## config.mk

```make
export PLATFORM = sky130hd
export DESIGN_NAME = tws_top
export DESIGN_NICKNAME = d
export VERILOG_FILES = /design/src/tws_pkg.sv /design/src/tws_cpu_if.sv /design/src/tws_shift_core.sv /design/src/tws_top.sv
export SDC_FILE = /design/constraint.sdc
export NUM_CORES = 1
export LEC_CHECK = 0
export BUFFER_PORTS_ARGS = -buffer_cell sky130_fd_sc_hd__buf_2
export CAP_MARGIN = 10
export CORE_ASPECT_RATIO = 0.8
export CORE_MARGIN = 2
export CORE_UTILIZATION = 57
export CTS_BUF_LIST = sky130_fd_sc_hd__clkbuf_16
export DETAILED_ROUTE_END_ITERATION = 8
export GPL_TIMING_DRIVEN = 0
export PLACE_DENSITY = 0.91
export SYNTH_ARGS = -nofsm -noshare
export SYNTH_HDL_FRONTEND = slang
export SYNTH_SLANG_ARGS = --single-unit
```

## constraint.sdc

```tcl
create_clock -name CLOCK -period 6.4 [get_ports CLOCK]
set_input_delay 0.64 -clock CLOCK [delete_from_list [all_inputs] [get_ports CLOCK]]
set_output_delay 0.64 -clock CLOCK [all_outputs]
set_load 0.02 [all_outputs]
```

## src/tws_pkg.sv

```systemverilog
// package: register map, field positions, reset values and timing for the three-wire serial port
package tws_pkg;
    localparam int           TWS_AW          = 4;
    // register byte addresses on the avalon slave
    localparam logic [3:0]   OFF_CONTROL     = 4'h0;
    localparam logic [3:0]   OFF_STATUS      = 4'h4;
    localparam logic [3:0]   OFF_DATA        = 4'h8;
    localparam logic [3:0]   OFF_PORT        = 4'hc;
    // control register fields
    localparam int           CTL_RATE        = 0;
    localparam int           CTL_CTRL_SEL    = 4;
    localparam int           CTL_ORDER       = 5;
    localparam int           CTL_ENABLE      = 6;
    localparam int           CTL_IRQ_EN      = 7;
    localparam logic [7:0]   CTL_RESET       = 8'h00;
    localparam logic [7:0]   CTL_WMASK       = 8'hf1;
    // status register fields
    localparam int           STS_COLL        = 6;
    localparam int           STS_DONE        = 7;
    // port c bit positions taken over by the serial unit
    localparam int           PC_SCK          = 0;
    localparam int           PC_SDO          = 1;
    localparam int           PC_SDI          = 2;
    // last count of the half-period of the master clock, one less than its system clocks: divide by 2 or by 16
    localparam logic [2:0]   HALF_FAST       = 3'h0;
    localparam logic [2:0]   HALF_SLOW       = 3'h7;
    localparam logic [2:0]   BITS_LAST       = 3'h7;
    // master clock divisors, kept for reference by the bench
    localparam int           DIV_FAST        = 2;
    localparam int           DIV_SLOW        = 16;
    localparam logic [31:0]  UNMAPPED_READ   = 32'h0000_0000;
endpackage

```

## src/tws_cpu_if.sv

```systemverilog
// interface: decoded cpu access strobes passed from the bus slave to the serial core
`timescale 1ns/1ps
`default_nettype none
interface tws_cpu_if;
    logic       status_rd;
    logic       data_rd;
    logic       data_wr;
    logic [7:0] wdata;
    modport bus  (output status_rd, output data_rd, output data_wr, output wdata);
    modport core (input status_rd, input data_rd, input data_wr, input wdata);
endinterface
`default_nettype wire

```

## src/tws_shift_core.sv

```systemverilog
// serial shift engine: clock generator, bit counter, shift register and the two status flags
//
// Local design decisions: the register offsets and the Avalon-MM slave port.
`timescale 1ns/1ps
`default_nettype none
module tws_shift_core
    import tws_pkg::*;
(
    input  wire logic  clk,
    input  wire logic  rst_b,
    input  wire logic  ce,
    tws_cpu_if.core    cpu,
    input  wire logic  enable,
    input  wire logic  ctrl_sel,
    input  wire logic  rate_select,
    input  wire logic  lsb_first,
    input  wire logic  sck_sync,
    input  wire logic  sdi_sync,
    output logic       sck_out,
    output logic       sdo_out,
    output logic [7:0] shift_data,
    output logic       busy,
    output logic       done_flag,
    output logic       coll_flag
);
    typedef enum logic [2:0] {
        ST_IDLE = 3'b001,
        ST_LOW  = 3'b010,
        ST_HIGH = 3'b100
    } tws_mst_t;

    tws_mst_t   state;
    tws_mst_t   next_state;
    logic [2:0] bit_cnt;
    logic [2:0] div_cnt;
    logic       armed;
    logic       sck_prev;
    logic       slave_active;
    logic [1:0] samp_dly;
    logic [1:0] last_dly;
    logic [7:0] rx_bits;

    // one bit step of a shift register in the selected order
    function automatic logic [7:0] shift_in(input logic lsb, input logic [7:0] v, input logic b);
        return lsb ? {b, v[7:1]} : {v[6:0], b};
    endfunction

    // one place for the edge of the serial clock that shifts
    wire [2:0] half_len  = rate_select ? HALF_SLOW : HALF_FAST;
    wire       div_done  = (div_cnt == half_len);
    wire       s_rise    = !ctrl_sel && sck_sync && !sck_prev && !done_flag;
    wire       s_fall    = !ctrl_sel && !sck_sync && sck_prev && !done_flag;
    wire       m_rise    = (state == ST_LOW) && div_done;
    wire       m_fall    = (state == ST_HIGH) && div_done && (bit_cnt != 3'h0);
    wire       rise      = enable && (ctrl_sel ? m_rise : s_rise);
    wire       fall      = enable && (ctrl_sel ? m_fall : s_fall);
    wire       last_bit  = rise && (bit_cnt == BITS_LAST);
    wire       data_acc  = cpu.data_rd || cpu.data_wr;
    wire       clear_seq = armed && data_acc;
    wire       collide   = data_acc && busy && !armed;
    wire       wr_ok     = cpu.data_wr && !busy && !done_flag;
    wire       start     = enable && ctrl_sel && wr_ok && state == ST_IDLE;
    wire       in_bit    = sdi_sync;
    // controller input lags by the synchroniser depth, so it is taken two clocks after the rising edge
    wire       sample    = samp_dly[1] || (rise && !ctrl_sel);
    wire       rx_last   = last_dly[1] || (last_bit && !ctrl_sel);
    wire       shift_out = fall && (bit_cnt != 3'h0);
    wire [7:0] rx_next   = shift_in(lsb_first, rx_bits, in_bit);
    wire [7:0] tx_next   = shift_in(lsb_first, shift_data, 1'b0);

    assign busy    = (state != ST_IDLE) || slave_active || (samp_dly != 2'h0);
    assign sck_out = (state != ST_LOW);
    assign sdo_out = lsb_first ? shift_data[0] : shift_data[7];

    // master clock state machine; first low phase begins on the start write
    always_comb begin
        next_state = state;
        case (state)
            ST_IDLE: if (start) next_state = ST_LOW;
            ST_LOW:  if (div_done) next_state = ST_HIGH;
            ST_HIGH: if (div_done || bit_cnt == 3'h0) next_state = (bit_cnt == 3'h0) ? ST_IDLE : ST_LOW;
            default: next_state = ST_IDLE;
        endcase
        if (!enable || !ctrl_sel)
            next_state = ST_IDLE;
    end

    always_ff @(posedge clk or negedge rst_b) begin
        if (!rst_b) begin
            state    <= ST_IDLE;
            div_cnt  <= 3'h0;
            sck_prev <= 1'b1;
        end else if (ce) begin
            state    <= next_state;
            div_cnt  <= (div_done || next_state != state) ? 3'h0 : div_cnt + 3'h1;
            sck_prev <= sck_sync;
        end
    end

    // bit counter wraps after the eighth clock, halting the transfer
    always_ff @(posedge clk or negedge rst_b) begin
        if (!rst_b) begin
            bit_cnt      <= 3'h0;
            slave_active <= 1'b0;
        end else if (ce) begin
            if (!enable) begin
                bit_cnt      <= 3'h0;
                slave_active <= 1'b0;
            end else if (rise) begin
                bit_cnt      <= bit_cnt + 3'h1;
                slave_active <= !ctrl_sel && !last_bit;
            end else if (s_fall) begin
                slave_active <= 1'b1;
            end
        end
    end

    // delayed sampling strobes for controller mode; cleared when the unit is disabled
    always_ff @(posedge clk or negedge rst_b) begin
        if (!rst_b) begin
            samp_dly <= 2'h0;
            last_dly <= 2'h0;
        end else if (ce) begin
            samp_dly <= enable ? {samp_dly[0], rise && ctrl_sel} : 2'h0;
            last_dly <= enable ? {last_dly[0], last_bit && ctrl_sel} : 2'h0;
        end
    end

    // data register: shifted out on falling edges, replaced by the received byte at the end; not reset
    always_ff @(posedge clk) begin
        if (ce) begin
            if (sample)
                rx_bits <= rx_next;
            if (rx_last)
                shift_data <= rx_next;
            else if (shift_out)
                shift_data <= tx_next;
            else if (wr_ok || (cpu.data_wr && clear_seq && !busy))
                shift_data <= cpu.wdata;
        end
    end

    // flags: a new event wins over the clearing sequence
    always_ff @(posedge clk or negedge rst_b) begin
        if (!rst_b) begin
            done_flag <= 1'b0;
            coll_flag <= 1'b0;
            armed     <= 1'b0;
        end else if (ce) begin
            if (last_bit)
                done_flag <= 1'b1;
            else if (clear_seq)
                done_flag <= 1'b0;
            if (collide)
                coll_flag <= 1'b1;
            else if (clear_seq)
                coll_flag <= 1'b0;
            if (cpu.status_rd)
                armed <= done_flag;
            else if (data_acc)
                armed <= 1'b0;
        end
    end

    a_done_on_eighth: assert property (@(posedge clk) disable iff (!rst_b)
        ce && last_bit |=> done_flag) else $error("done flag not set after eighth clock");
    a_idle_clock_high: assert property (@(posedge clk) disable iff (!rst_b)
        state == ST_IDLE |-> sck_out) else $error("master clock not high at idle");
    a_halt_on_done: assert property (@(posedge clk) disable iff (!rst_b)
        done_flag && !ctrl_sel |-> !rise) else $error("slave shifted while done set");
    a_collide_sets: assert property (@(posedge clk) disable iff (!rst_b)
        ce && collide |=> coll_flag) else $error("collision not flagged");
    a_clear_needs_seq: assert property (@(posedge clk) disable iff (!rst_b)
        ce && done_flag && !clear_seq |=> done_flag) else $error("done flag cleared without sequence");
    a_coll_clear_seq: assert property (@(posedge clk) disable iff (!rst_b)
        ce && coll_flag && !clear_seq |=> coll_flag) else $error("collision cleared without sequence");
    a_start_low: assert property (@(posedge clk) disable iff (!rst_b)
        ce && start |=> !sck_out) else $error("start write did not begin clocking");
    a_fast_half: assert property (@(posedge clk) disable iff (!rst_b)
        ce && state == ST_LOW && !rate_select |=> state != ST_LOW)
        else $error("fast clock low phase longer than one cycle");
    a_collide_keeps: assert property (@(posedge clk) disable iff (!rst_b)
        ce && busy && cpu.data_wr && !shift_out && !rx_last |=> $stable(shift_data))
        else $error("collision disturbed shift data");
    a_disable_stops: assert property (@(posedge clk) disable iff (!rst_b)
        ce && !enable |=> state == ST_IDLE) else $error("clock ran while disabled");

    c_master_byte: cover property (@(posedge clk) disable iff (!rst_b) last_bit && ctrl_sel);
    c_slave_byte:  cover property (@(posedge clk) disable iff (!rst_b) last_bit && !ctrl_sel);
    c_collision:   cover property (@(posedge clk) disable iff (!rst_b) collide);
    c_clear:       cover property (@(posedge clk) disable iff (!rst_b) clear_seq);
endmodule
`default_nettype wire

```

## src/tws_top.sv

```systemverilog
// top: avalon-mm register slave, port c pin sharing and the serial core
`timescale 1ns/1ps
`default_nettype none
// How it works
// - enable claims port c bits 0,1,2 as clock, data out, data in
// - controller mode: data write starts clock at system clock over 2 or 16
// - three-bit counter runs from first clock, sets done and halts after eight
// - controller serial clock idles high, also after the eighth pulse
// - serial output changes on the falling serial clock edge
// - follower mode clocks from the pin; rate select ignored
// - follower ignores further clocks while done flag is set
// - input bits sampled into the shift register, also the data register
// - done sets flag; interrupt request when done interrupt enable is set
// - done clears only by status read with flag set, then data access
// - data access during shifting without clearing sequence sets collision
// - collision clears by status read with done flag set, then data access
// - port reads return pin levels; port data register unused
// - data out pin drives while enabled, input when disabled
// - data in pin is purely an input while enabled
// - clock pin is output as controller, input as follower
// - bit order select: set means least significant bit first
// - rate select: set divides by 16, clear by 2
// - done flag set on the rising edge of the eighth clock
// - colliding access leaves the running transfer untouched
module tws_top
    import tws_pkg::*;
(
    input  wire logic                  CLOCK,
    input  wire logic                  RST_B,
    input  wire logic                  CE,
    input  wire logic [tws_pkg::TWS_AW-1:0] AVS_ADDRESS,
    input  wire logic                  AVS_READ,
    input  wire logic                  AVS_WRITE,
    input  wire logic [31:0]           AVS_WRITEDATA,
    input  wire logic [3:0]            AVS_BYTEENABLE,
    output logic [31:0]                AVS_READDATA,
    output logic                       AVS_WAITREQUEST,
    input  wire logic [2:0]            PORT_C_IN,
    output logic [2:0]                 PORT_C_OUT,
    output logic [2:0]                 PORT_C_OE,
    output logic                       IRQ
);
    import tws_pkg::*;

    tws_cpu_if cpu ();

    logic [7:0] control;
    logic [1:0] sck_meta;
    logic [1:0] sdi_meta;
    logic [2:0] pin_meta0;
    logic [2:0] pin_meta1;
    logic       answered;
    logic       sck_out;
    logic       sdo_out;
    logic [7:0] shift_data;
    logic       busy;
    logic       done_flag;
    logic       coll_flag;

    wire enable      = control[CTL_ENABLE];
    wire ctrl_sel    = control[CTL_CTRL_SEL];
    // one access per request: answered on the cycle after it is seen
    wire req         = (AVS_READ || AVS_WRITE) && !answered && CE;
    wire hit_ctl     = AVS_ADDRESS == OFF_CONTROL;
    wire hit_sts     = AVS_ADDRESS == OFF_STATUS;
    wire hit_dat     = AVS_ADDRESS == OFF_DATA;
    wire hit_port    = AVS_ADDRESS == OFF_PORT;
    wire [7:0] status = {done_flag, coll_flag, 6'h00};

    assign AVS_WAITREQUEST = (AVS_READ || AVS_WRITE) && !answered;
    assign cpu.status_rd   = req && AVS_READ && hit_sts;
    assign cpu.data_rd     = req && AVS_READ && hit_dat;
    assign cpu.data_wr     = req && AVS_WRITE && hit_dat && AVS_BYTEENABLE[0];
    assign cpu.wdata       = AVS_WRITEDATA[7:0];
    assign IRQ             = done_flag && control[CTL_IRQ_EN];

    // pins: clock out only as controller, data out while enabled, data in never driven
    assign PORT_C_OUT = {1'b0, sdo_out, sck_out};
    assign PORT_C_OE  = {1'b0, enable, enable && ctrl_sel};

    // two-flop synchronisers for pins; the first stage feeds only the second
    always_ff @(posedge CLOCK or negedge RST_B) begin
        if (!RST_B) begin
            sck_meta  <= 2'h3;
            sdi_meta  <= 2'h0;
            pin_meta0 <= 3'h0;
            pin_meta1 <= 3'h0;
        end else if (CE) begin
            sck_meta  <= {sck_meta[0], PORT_C_IN[PC_SCK]};
            sdi_meta  <= {sdi_meta[0], PORT_C_IN[PC_SDI]};
            pin_meta0 <= PORT_C_IN;
            pin_meta1 <= pin_meta0;
        end
    end

    // control register and bus answer; reserved bits stay zero
    always_ff @(posedge CLOCK or negedge RST_B) begin
        if (!RST_B) begin
            control      <= CTL_RESET;
            answered     <= 1'b0;
            AVS_READDATA <= UNMAPPED_READ;
        end else if (CE) begin
            answered <= req;
            if (req && AVS_WRITE && hit_ctl && AVS_BYTEENABLE[0])
                control <= AVS_WRITEDATA[7:0] & CTL_WMASK;
            if (req && AVS_READ) begin
                if (hit_ctl)
                    AVS_READDATA <= {24'h0, control};
                else if (hit_sts)
                    AVS_READDATA <= {24'h0, status};
                else if (hit_dat)
                    AVS_READDATA <= {24'h0, shift_data};
                else if (hit_port)
                    AVS_READDATA <= {29'h0, pin_meta1};
                else
                    AVS_READDATA <= UNMAPPED_READ;
            end
        end
    end

    tws_shift_core u_core (
        .clk         (CLOCK),
        .rst_b       (RST_B),
        .ce          (CE),
        .cpu         (cpu.core),
        .enable      (enable),
        .ctrl_sel    (ctrl_sel),
        .rate_select (control[CTL_RATE]),
        .lsb_first   (control[CTL_ORDER]),
        .sck_sync    (sck_meta[1]),
        .sdi_sync    (sdi_meta[1]),
        .sck_out     (sck_out),
        .sdo_out     (sdo_out),
        .shift_data  (shift_data),
        .busy        (busy),
        .done_flag   (done_flag),
        .coll_flag   (coll_flag)
    );

    a_bus_answer: assert property (@(posedge CLOCK) disable iff (!RST_B)
        CE && req |=> !AVS_WAITREQUEST) else $error("bus request not answered in one cycle");
    a_irq_gate: assert property (@(posedge CLOCK) disable iff (!RST_B)
        IRQ |-> done_flag && control[CTL_IRQ_EN]) else $error("irq without done flag");
    a_pins_off: assert property (@(posedge CLOCK) disable iff (!RST_B)
        !enable |-> PORT_C_OE == 3'h0) else $error("pin driven while disabled");
    c_irq: cover property (@(posedge CLOCK) disable iff (!RST_B) $rose(IRQ));
endmodule
`default_nettype wire

```

Word level (Yosys, flattened, before mapping)
Cells that the tools add are included.
{ "totals": {"register_bits": 82, "latchBits": 0, "mem_bits_rw": 0, "romBits": 0, "in_bits": 48, "output_inout_bits": 40, "wordCells": 141, "n_memories": 0} }
{ "op_classes": {"addsub": 2, "multipliers": 0, "div": 0, "order_cmp": 0, "n_eq_ne": 13, "n_shift": 0, "muxes": 32, "bitwise": 0, "n_reduce_logical": 75} }
{ "ops": {"columns": ["operator", "n"], "rows": [
  ["2-to-1 mux 8 bit", 8],
  ["logical AND 1 bit", 39],
  ["2-to-1 mux 3 bit", 9],
  ["AND reduction 2 bit", 9],
  ["2-to-1 mux 1 bit", 11],
  ["logical OR 1 bit", 10],
  ["logical NOT 1 bit", 9],
  ["one-hot mux 3 bit (3 select lines)", 1],
  ["equality test 4 bit (second input constant)", 2],
  ["nonzero test 2 bit", 4],
  ["adder 3 x 1 -> 3 bit (second input constant)", 2],
  ["equality test 3 bit (second input constant)", 2],
  ["2-to-1 mux 2 bit", 3],
  ["!= test 3 x 1 -> 1 bit (second input constant)", 2],
  ["nonzero test 3 bit", 2],
  ["equality test 4 x 3 -> 1 bit (second input constant)", 1],
  ["logical NOT 4 bit", 1],
  ["equality test 3 x 1 -> 1 bit (second input constant)", 1],
  ["equality test 3 x 2 -> 1 bit (second input constant)", 1],
  ["equality test 3 bit", 1],
  ["logical NOT 3 bit", 1],
  ["!= test 3 x 2 -> 1 bit (second input constant)", 1],
  ["!= test 3 bit", 1],
  ["!= test 2 x 1 -> 1 bit (second input constant)", 1]
]} }

Longest topological paths before layout
Gate-level depths: netlist of run 1.
{ "depth": {"depth_word": 16, "ltp_mapped": 8} }

Hierarchy
Synthesis of run 1 repeated with hierarchy kept, for this count alone.
{ "hier_totals": {"cells_unflattened": 302, "hier_area_um2": 3236.9} }
{ "by_module_without_submodules": {"columns": ["mod", "instances", "cells_per_inst", "area_each_um2", "seq_area_each_um2"], "rows": [
  ["tws_shift_core", 1, 182, 1974.4, 933.4],
  ["tws_top", 1, 120, 1262.5, 553.0]
]} }

Least setup slack after synthesis of run 1
OpenSTA, ideal clock, no wires.
{ "synth_timing": {"path_kind": "in2reg", "startpoint": "input AVS_ADDRESS[2] (netlist bit)", "endpoint": "register u_core.state[0]", "setup_time_ns": 0.085, "arrival_time_ns": 2.468, "t_required_ns": 6.315, "slack_ns": 3.847, "cell_stages": 6, "path_buffers": 1, "cell_sequence": "clkbuf_1 -> or4b_1 -> or4_4 -> or3_4 -> o41ai_1 -> nand2_1"} }
{ "synth_via": {"elab_chain_cells": 10} }
{ "synth_lines": {"columns": ["item", "line", "text"], "rows": [
  ["start, declared", "tws_top.sv:31", "input wire logic [tws_pkg::TWS_AW-1:0] AVS_ADDRESS,"],
  ["equality test 4 bit", "tws_top.sv:66", "wire hit_dat = AVS_ADDRESS == OFF_DATA;"],
  ["logical AND 1 bit (2 in series)", "tws_top.sv:73", "assign cpu.data_wr = req && AVS_WRITE && hit_dat && AVS_BYTEENABLE[0];"],
  ["logical AND 1 bit (2 in series)", "tws_shift_core.sv:61", "wire wr_ok = cpu.data_wr && !busy && !done_flag;"],
  ["logical AND 1 bit (2 in series)", "tws_shift_core.sv:62", "wire start = enable && ctrl_sel && wr_ok && state == ST_IDLE;"],
  ["2-to-1 mux 3 bit", "tws_shift_core.sv:79", "ST_IDLE: if (start) next_state = ST_LOW;"],
  ["one-hot mux 3 bit (3 select lines)", "tws_shift_core.sv:78", "case (state)"],
  ["2-to-1 mux 3 bit", "tws_shift_core.sv:84", "if (!enable || !ctrl_sel)"],
  ["end signal, assigned", "tws_shift_core.sv:94", "state <= next_state;"],
  ["end, declared", "tws_shift_core.sv:32", "tws_mst_t state;"]
]} }
Every way passes these cells.
A chain may end at the register's enable or synchronous reset.

Worst setup path after layout of run 1
{ "layout_timing": {"startpoint": "register control[5]", "endpoint": "output PORT_C_OUT[1]"} }
{ "layout_via": {"elab_chain_cells": 1} }
{ "layout_lines": {"columns": ["item", "line", "text"], "rows": [
  ["start, declared", "tws_top.sv:47", "logic [7:0] control;"],
  ["start signal, assigned", "tws_top.sv:105", "control <= AVS_WRITEDATA[7:0] & CTL_WMASK;"],
  ["2-to-1 mux 1 bit", "tws_shift_core.sv:73", "assign sdo_out = lsb_first ? shift_data[0] : shift_data[7];"],
  ["end, declared", "tws_top.sv:39", "output logic [2:0] PORT_C_OUT,"]
]} }
Every way passes these cells.

==> results of run 1 <==
placed cells by master (no fill, tap or decap), types with 2 or more instances in the layout:
cell       netlist  routed
and2_1           2       2
dfrtp_1         36      36
inv_1           14      14
conb_1           1      26
buf_4           29      29
nand2b_1         7       7
ha_1             4       4
mux2i_1         14      14
or4b_1           2       2
nand3_1          7       7
nor2b_1          6       6
a31o_2           3       3
a31oi_1          3       3
nand4b_1         2       2
dfstp_2          4       4
o21ai_1          4       4
a22o_1           5       5
or4_4            2       2
a32o_1           2       2
buf_1            2       2
o22ai_1          3       3
nand2_1         22      22
nor2_1          14      14
clkbuf_1        13      13
o21a_1           2       2
edfxtp_1        16      16
nor3_1           3       3
o21ai_0         17      17
clkbuf_16        0       5
mux2_2          28      28
buf_2            2      33
a21oi_1         15      15
logic make-up after synthesis:
kind of cell	Yosys count	synth area share, %
AO/OA/AOI/OAI	62	12.28
buffers and inverters	61	10.95
multiplexers	43	14.68
adder cells (fa/ha/maj)	4	1.575
AND/OR/NAND/NOR	79	13.62
other	1	0.1180
flip-flops	56	46.77
report_power, final:
group / internal, mW / total, mW / leakage [nW] / switching (mW)
Clock: 0.147 / 0.277 / 0.0742 / 0.130
Sequential: 0.399 / 0.421 / 0.664 / 0.0224
Combinational: 0.0749 / 0.176 / 0.915 / 0.101
Total: 0.620 / 0.874 / 1.65 / 0.254
per-layer routing:
layer | vias to the layer above | wire (um) | global-route usage (%) | part of all wire, %
met5 | - | 0 | 0 | 0
met4 | 0 | 88 | 7.009 | 1.3
met3 | 8 | 469 | 2.917 | 6.8
met1 | 1171 | 3043 | 33.10 | 44
li1 | 1161 | - | - | -
met2 | 104 | 3340 | 36.70 | 48
flip-flops by register name (all words and copies together) (netlist names), 3 cells and up:
register           cells
u_core.rx_bits         8
u_core.shift_data      8
control                5
u_core.div_cnt         3
u_core.bit_cnt         3
u_core.state           3
AVS_READDATA           8
final timing paths:
check,start,to,slack [ps],cells after the start
max,control[5]$_DFFE_PN0P_,PORT_C_OUT[1],3590,5
min,RST_B,u_core.samp_dly[0]$_DFFE_PN0P_,470,1
max reg2reg,control[4]$_DFFE_PN0P_,u_core.shift_data[7]$_DFFE_PP_,3860,6
min reg2reg,u_core.slave_active$_DFFE_PN0P_,u_core.slave_active$_DFFE_PN0P_,490,1
max in group asynchronous,RST_B,pin_meta1[1]$_DFFE_PN0P_,5370,1
min in group CLOCK,u_core.slave_active$_DFFE_PN0P_,u_core.slave_active$_DFFE_PN0P_,490,1
final cells by class:
cell class	count	area (um^2)	share of cell area (%)
plain buffers	47	295.3	8.077
clock buffers	5	125.1	3.422
clock inverters	3	22.52	0.6160
inverters	14	52.55	1.437
multi-input cells	214	1438	39.32
flip-flops and latches	56	1486	40.66
well taps	65	81.33	2.225
repair buffers	31	155.1	4.244
critical path: cells and delay by family (launching register included):
| family | cells | cell delay, ps |
|---|---|---|
| buffers and inverters | 4 | 1150 |
| DFF | 1 | 330 |
| muxes | 1 | 400 |
==> impl_metrics.tcl, run 1 <==
set metrics [dict create \
    wl_per_cell_um 15.96 \
    synth_flop_cell "dfrtp_1" \
    status "finished, final reports clean" \
    postCtsSetupBuffers 0 \
    powerDensity_nw_per_um2 239.1 \
    boundaryPins 88 \
    relSlewSlack_pct 39.68 \
    yosysSeqAreaShare_pct 46.77 \
    crit_fanout 10 \
    routed-via-count 2444 \
    final_util_pct 67.64 \
    place_area_um2 3508 \
    setup_viol 0 \
    clk_pin_slew_ps 70 \
    grt.total_usage_pct 23.02 \
    dieArea_um2 6192 \
    drtIter0Drc 223 \
    cp.required_ps 5760 \
    synth_common_cells "dfrtp_1 (36), buf_4 (29), mux2_2 (28)" \
    worstPathCellList "clkbuf_1, buf_1, mux2_2, buf_4, buf_2" \
    syn_inst 306 \
    core-area_um2 5405 \
    clock.fmax_mhz 355.4 \
    ctsHoldBuffers 0 \
    final_hold_viol_count 0 \
    post-place-ws_ps 3658 \
    syn_to_final_growth_pct 15.04 \
    post-route-period-util_pct 43.96 \
    start_util_pct 58.80 \
    htree_levels 2 \
    finalNetCount 421 \
    total_power_uw 874.1 \
    synth.most_common_cell "dfrtp_1" \
    critical_path_arrival_ps 2170 \
    num-fill-cells 415 \
    synth_warnings 0 \
    synth_top_area_share_pct 28.35 \
    leakagePower_nw 1.654 \
    ys_seq_elements 56 \
    dp_hpwl_mm 5.168 \
    grt_pass1_wl_mm 11.14 \
    cts_buffer_depth 2 \
    finalCriticalPeriod_ps 2814 \
    vdd_drop_max_mv 0.1308 \
    grt_pass1_vias 2353 \
    drive_gt1_share_pct 30.00 \
    synthTopCellsByArea "dfrtp_1 (28%), edfxtp_1 (15%), mux2_2 (9.9%)" \
    port_buffers 31 \
    min_path_type "input port to asynchronous set/reset pin" \
    routed_via_density 5.618 \
    worst_slew_pin_slew_ps 904.8 \
    fin_ws_ps 3586 \
    ant_nets 0 \
    overflow 0 \
    drt_pass1_iterations 5 \
    grt_max_degree 41 \
    gp_congestion 0.9030 \
    cts-root-buf "clkbuf_16" \
    ys_types 53 \
    die_y_um 70.79 \
    yosys.area.top_type "dfrtp_1" \
    report.final.slew_viol_count 0 \
    async_flop_share_pct 71.43 \
    synth_edf_count 16 \
    synth.avg_cell_area_um2 10.39 \
    cts_tree "built" \
    antenna_cells 0 \
    drt-total-wl_mm 6.941 \
    rsz0062_at_grt "false" \
    rows 24 \
    worst_clock_skew_ps 7.754 \
    cts-buffers-inserted 5 \
    fin_setup_tns_ps 0 \
    stdcell_area_um2 3656 \
    cts_resized 0 \
    antenna_found_initial 0 \
    placedCellCount 427 \
    clock_latency_ps 300 \
    worstSetupEndpointType "primary output" \
    slowest_delay_ps 450 \
    worst_path_max_delay_cell "buf_1" \
    critPathKind "flip-flop to primary output" \
    die_w_um 87.48 \
    cts.sinks 56 \
    syn_area_um2 3178 \
    drc_errors 0 \
    drv_cap 0 \
    whs_ps 472.3 \
    start_kind "flip-flop" \
    final_cells 435 \
]
Power figures use the tool's default switching activity.
==> run 2, diff against run 1 <==
--- a/config.mk
+++ b/config.mk
@@ -9,11 +9,11 @@
 export CAP_MARGIN = 10
 export CORE_ASPECT_RATIO = 0.8
 export CORE_MARGIN = 2
-export CORE_UTILIZATION = 57
+export CORE_UTILIZATION = 53
 export CTS_BUF_LIST = sky130_fd_sc_hd__clkbuf_16
 export DETAILED_ROUTE_END_ITERATION = 8
 export GPL_TIMING_DRIVEN = 0
-export PLACE_DENSITY = 0.91
+export PLACE_DENSITY = 0.86
 export SYNTH_ARGS = -nofsm -noshare
 export SYNTH_HDL_FRONTEND = slang
 export SYNTH_SLANG_ARGS = --single-unit
==> constraint.sdc (replaced) <==
create_clock -name CLOCK -period 2.8 [get_ports CLOCK]
set_input_delay 0.28 -clock CLOCK [delete_from_list [all_inputs] [get_ports CLOCK]]
set_output_delay 0.28 -clock CLOCK [all_outputs]
set_load 0.02 [all_outputs]
==> run 2 against run 1 <==
Hold slack got worse by 360 ps; sequential share of layout area fell by 0.39 points; clock-buffer cell count did not move; critical path depth rose by 1; sequential power rose by 130%; cell count rose by 3.7%; combinational power rose by 130%; global-route usage fell by 1.9 points; highest routed layer unchanged.
==> impl_metrics.tcl, run 2 (same netlist as run 1, synthesis figures left out) <==
set metrics [dict create \
    vdd_drop_max_mv 0.3228 \
    drtIter0Drc 271 \
    placedCellCount 443 \
    antenna_cells 0 \
    internal_power_mw 1.499 \
    ant_nets 0 \
    fin_setup_tns_ps 0 \
    final_common_cell "dfrtp_1" \
    endpoint "u_core.shift_data[4]$_DFFE_PP_" \
    finalNetCount 421 \
    cts.sinks 56 \
    worst_slew_pin_slew_ps 912.0 \
    critPathKind "flip-flop to flip-flop" \
    cts_buffer_depth 2 \
    core-area_um2 5849 \
    final_cell_mix "dfrtp_1 (36), buf_2 (33), buf_4 (29), mux2_2 (28), conb_1 (26)" \
    cts-buffers-inserted 5 \
    dp_hpwl_mm 5.006 \
    routed-via-count 2473 \
    grt_pass1_wl_mm 11.01 \
    drt_pass1_iterations 5 \
    die_y_um 73.26 \
    drt-total-wl_mm 6.933 \
    drc_errors 0 \
    swShare_pct 27.26 \
    rows 25 \
    cts-root-buf "clkbuf_16" \
    port_buffers 31 \
    drive_gt1_share_pct 29.46 \
    clock.fmax_mhz 392.2 \
    min_path_type "input port to asynchronous set/reset pin" \
    die_w_um 90.58 \
    crit_fanout 10 \
    cts_resized 0 \
    r2r.worst_path.cells 6 \
    cp.required_ps 2760 \
    ctsHoldBuffers 0 \
    setup_viol 0 \
    crit_start "control[4]$_DFFE_PN0P_" \
    start_kind "flip-flop" \
    boundaryPins 88 \
    grt_max_degree 41 \
    post-route-period-util_pct 91.06 \
    final_hold_viol_count 0 \
    rsz0062_at_grt "false" \
    drv_cap 0 \
    gp_congestion 0.8533 \
    dieArea_um2 6636 \
    seqPwrFrac_pct 46.8 \
    final_util_pct 63.10 \
    critical_path_arrival_ps 2510 \
    worstSetupEndpointType "flip-flop" \
    power.share.combinational_pct 19.5 \
    p_clk_share_pct 33.8 \
    r2r-end "u_core.shift_data[4]$_DFFE_PP_" \
    clk_pin_slew_ps 70 \
    grt.total_usage_pct 21.14 \
    clock_latency_ps 300 \
    worst_clock_skew_ps 7.235 \
    powerDensity_nw_per_um2 558.4 \
    antenna_found_initial 0 \
    rr_startpoint "control[4]$_DFFE_PN0P_" \
    start_util_pct 54.33 \
    total_power_mw 2.061 \
    finalCriticalPeriod_ps 2550 \
    cts_tree "built" \
    relSlewSlack_pct 39.20 \
    status "finished, final reports clean" \
    ff2ff_setup_slack_ps 250 \
    syn_to_final_growth_pct 16.14 \
    final_cells 451 \
    postCtsSetupBuffers 0 \
    p_sw_uw 561.9 \
    grt_pass1_vias 2285 \
    leakagePower_nw 1.658 \
    routed_via_density 5.483 \
    htree_levels 2 \
    largestRegisters "AVS_READDATA x8, u_core.rx_bits x8, u_core.shift_data x8" \
    wl_per_cell_um 15.37 \
    overflow 0 \
    report.final.slew_viol_count 0 \
]
run 2: cell count changes in the layout (fill, tap and decap cells not counted):
cell / change
clkinv_1: +2
bufinv_16: +1
clkinv_2: -1
clkinv_4: -1
inv_6: -1
run 2: worst max-delay path, stage by stage (launching register included):
cell and delay (ps):
dfrtp_1 320, clkbuf_1 340, nor4bb_1 360, o21ai_1 160
a211oi_1 320, buf_2 320, o21a_1 400
run 2: layer usage:
layer	part of all wire, %	up-vias	GRT usage (%)
li1	-	1161	-
met1	44	1205	28.46
met2	49	93	35.32
met3	5.5	14	2.872
met4	1.8	0	8.376
met5	0	-	0
run 2: stage by stage:
step                      setup slack (ps)  hold WS (ps)  area [um^2]
final                                250.4         116.4         3691
after global routing                 93.87         185.4         3691
after CTS                            280.4         141.7         3691
after detailed placement             264.3         457.1         3528
after global placement               307.8         447.1         3528
after floorplan                      497.3        -15.59         3272
run 2: final cells by class:
type                            count  area, um^2
Tap cell                           81       101.3
Buffer                             47       295.3
Sequential cell                    56        1486
Inverter                           14       52.55
Clock inverter                      3       37.54
Fill cell                         480        2158
Multi-Input combinational cell    214        1438
Timing Repair Buffer               31       155.1
Clock buffer                        5       125.1
run 2: worst min-delay path by stage:
stage | to | slack, ps | depth (start not counted)
after global placement | u_core.bit_cnt[2]$_DFFE_PN0P_ | 450 | 1
after CTS | control[5]$_DFFE_PN0P_ | 140 | 1
final | u_core.bit_cnt[2]$_DFFE_PN0P_ | 120 | 1
after detailed placement | u_core.state[2]$_DFFE_PN0P_ | 460 | 1
after floorplan | AVS_READDATA[0]$_DFFE_PN0P_ | -20 | 0
after global routing | u_core.bit_cnt[1]$_DFFE_PN0P_ | 190 | 1
run 2: power by group through the flow:
stage	Clock [mW]	Combinational [mW]	Sequential (mW)
after detailed placement	0	0.397	0.976
after global placement	0	0.383	0.972
final	0.696	0.402	0.964
after global routing	0.726	0.442	0.971
after floorplan	0	0.292	0.971
after CTS	0.696	0.400	0.961
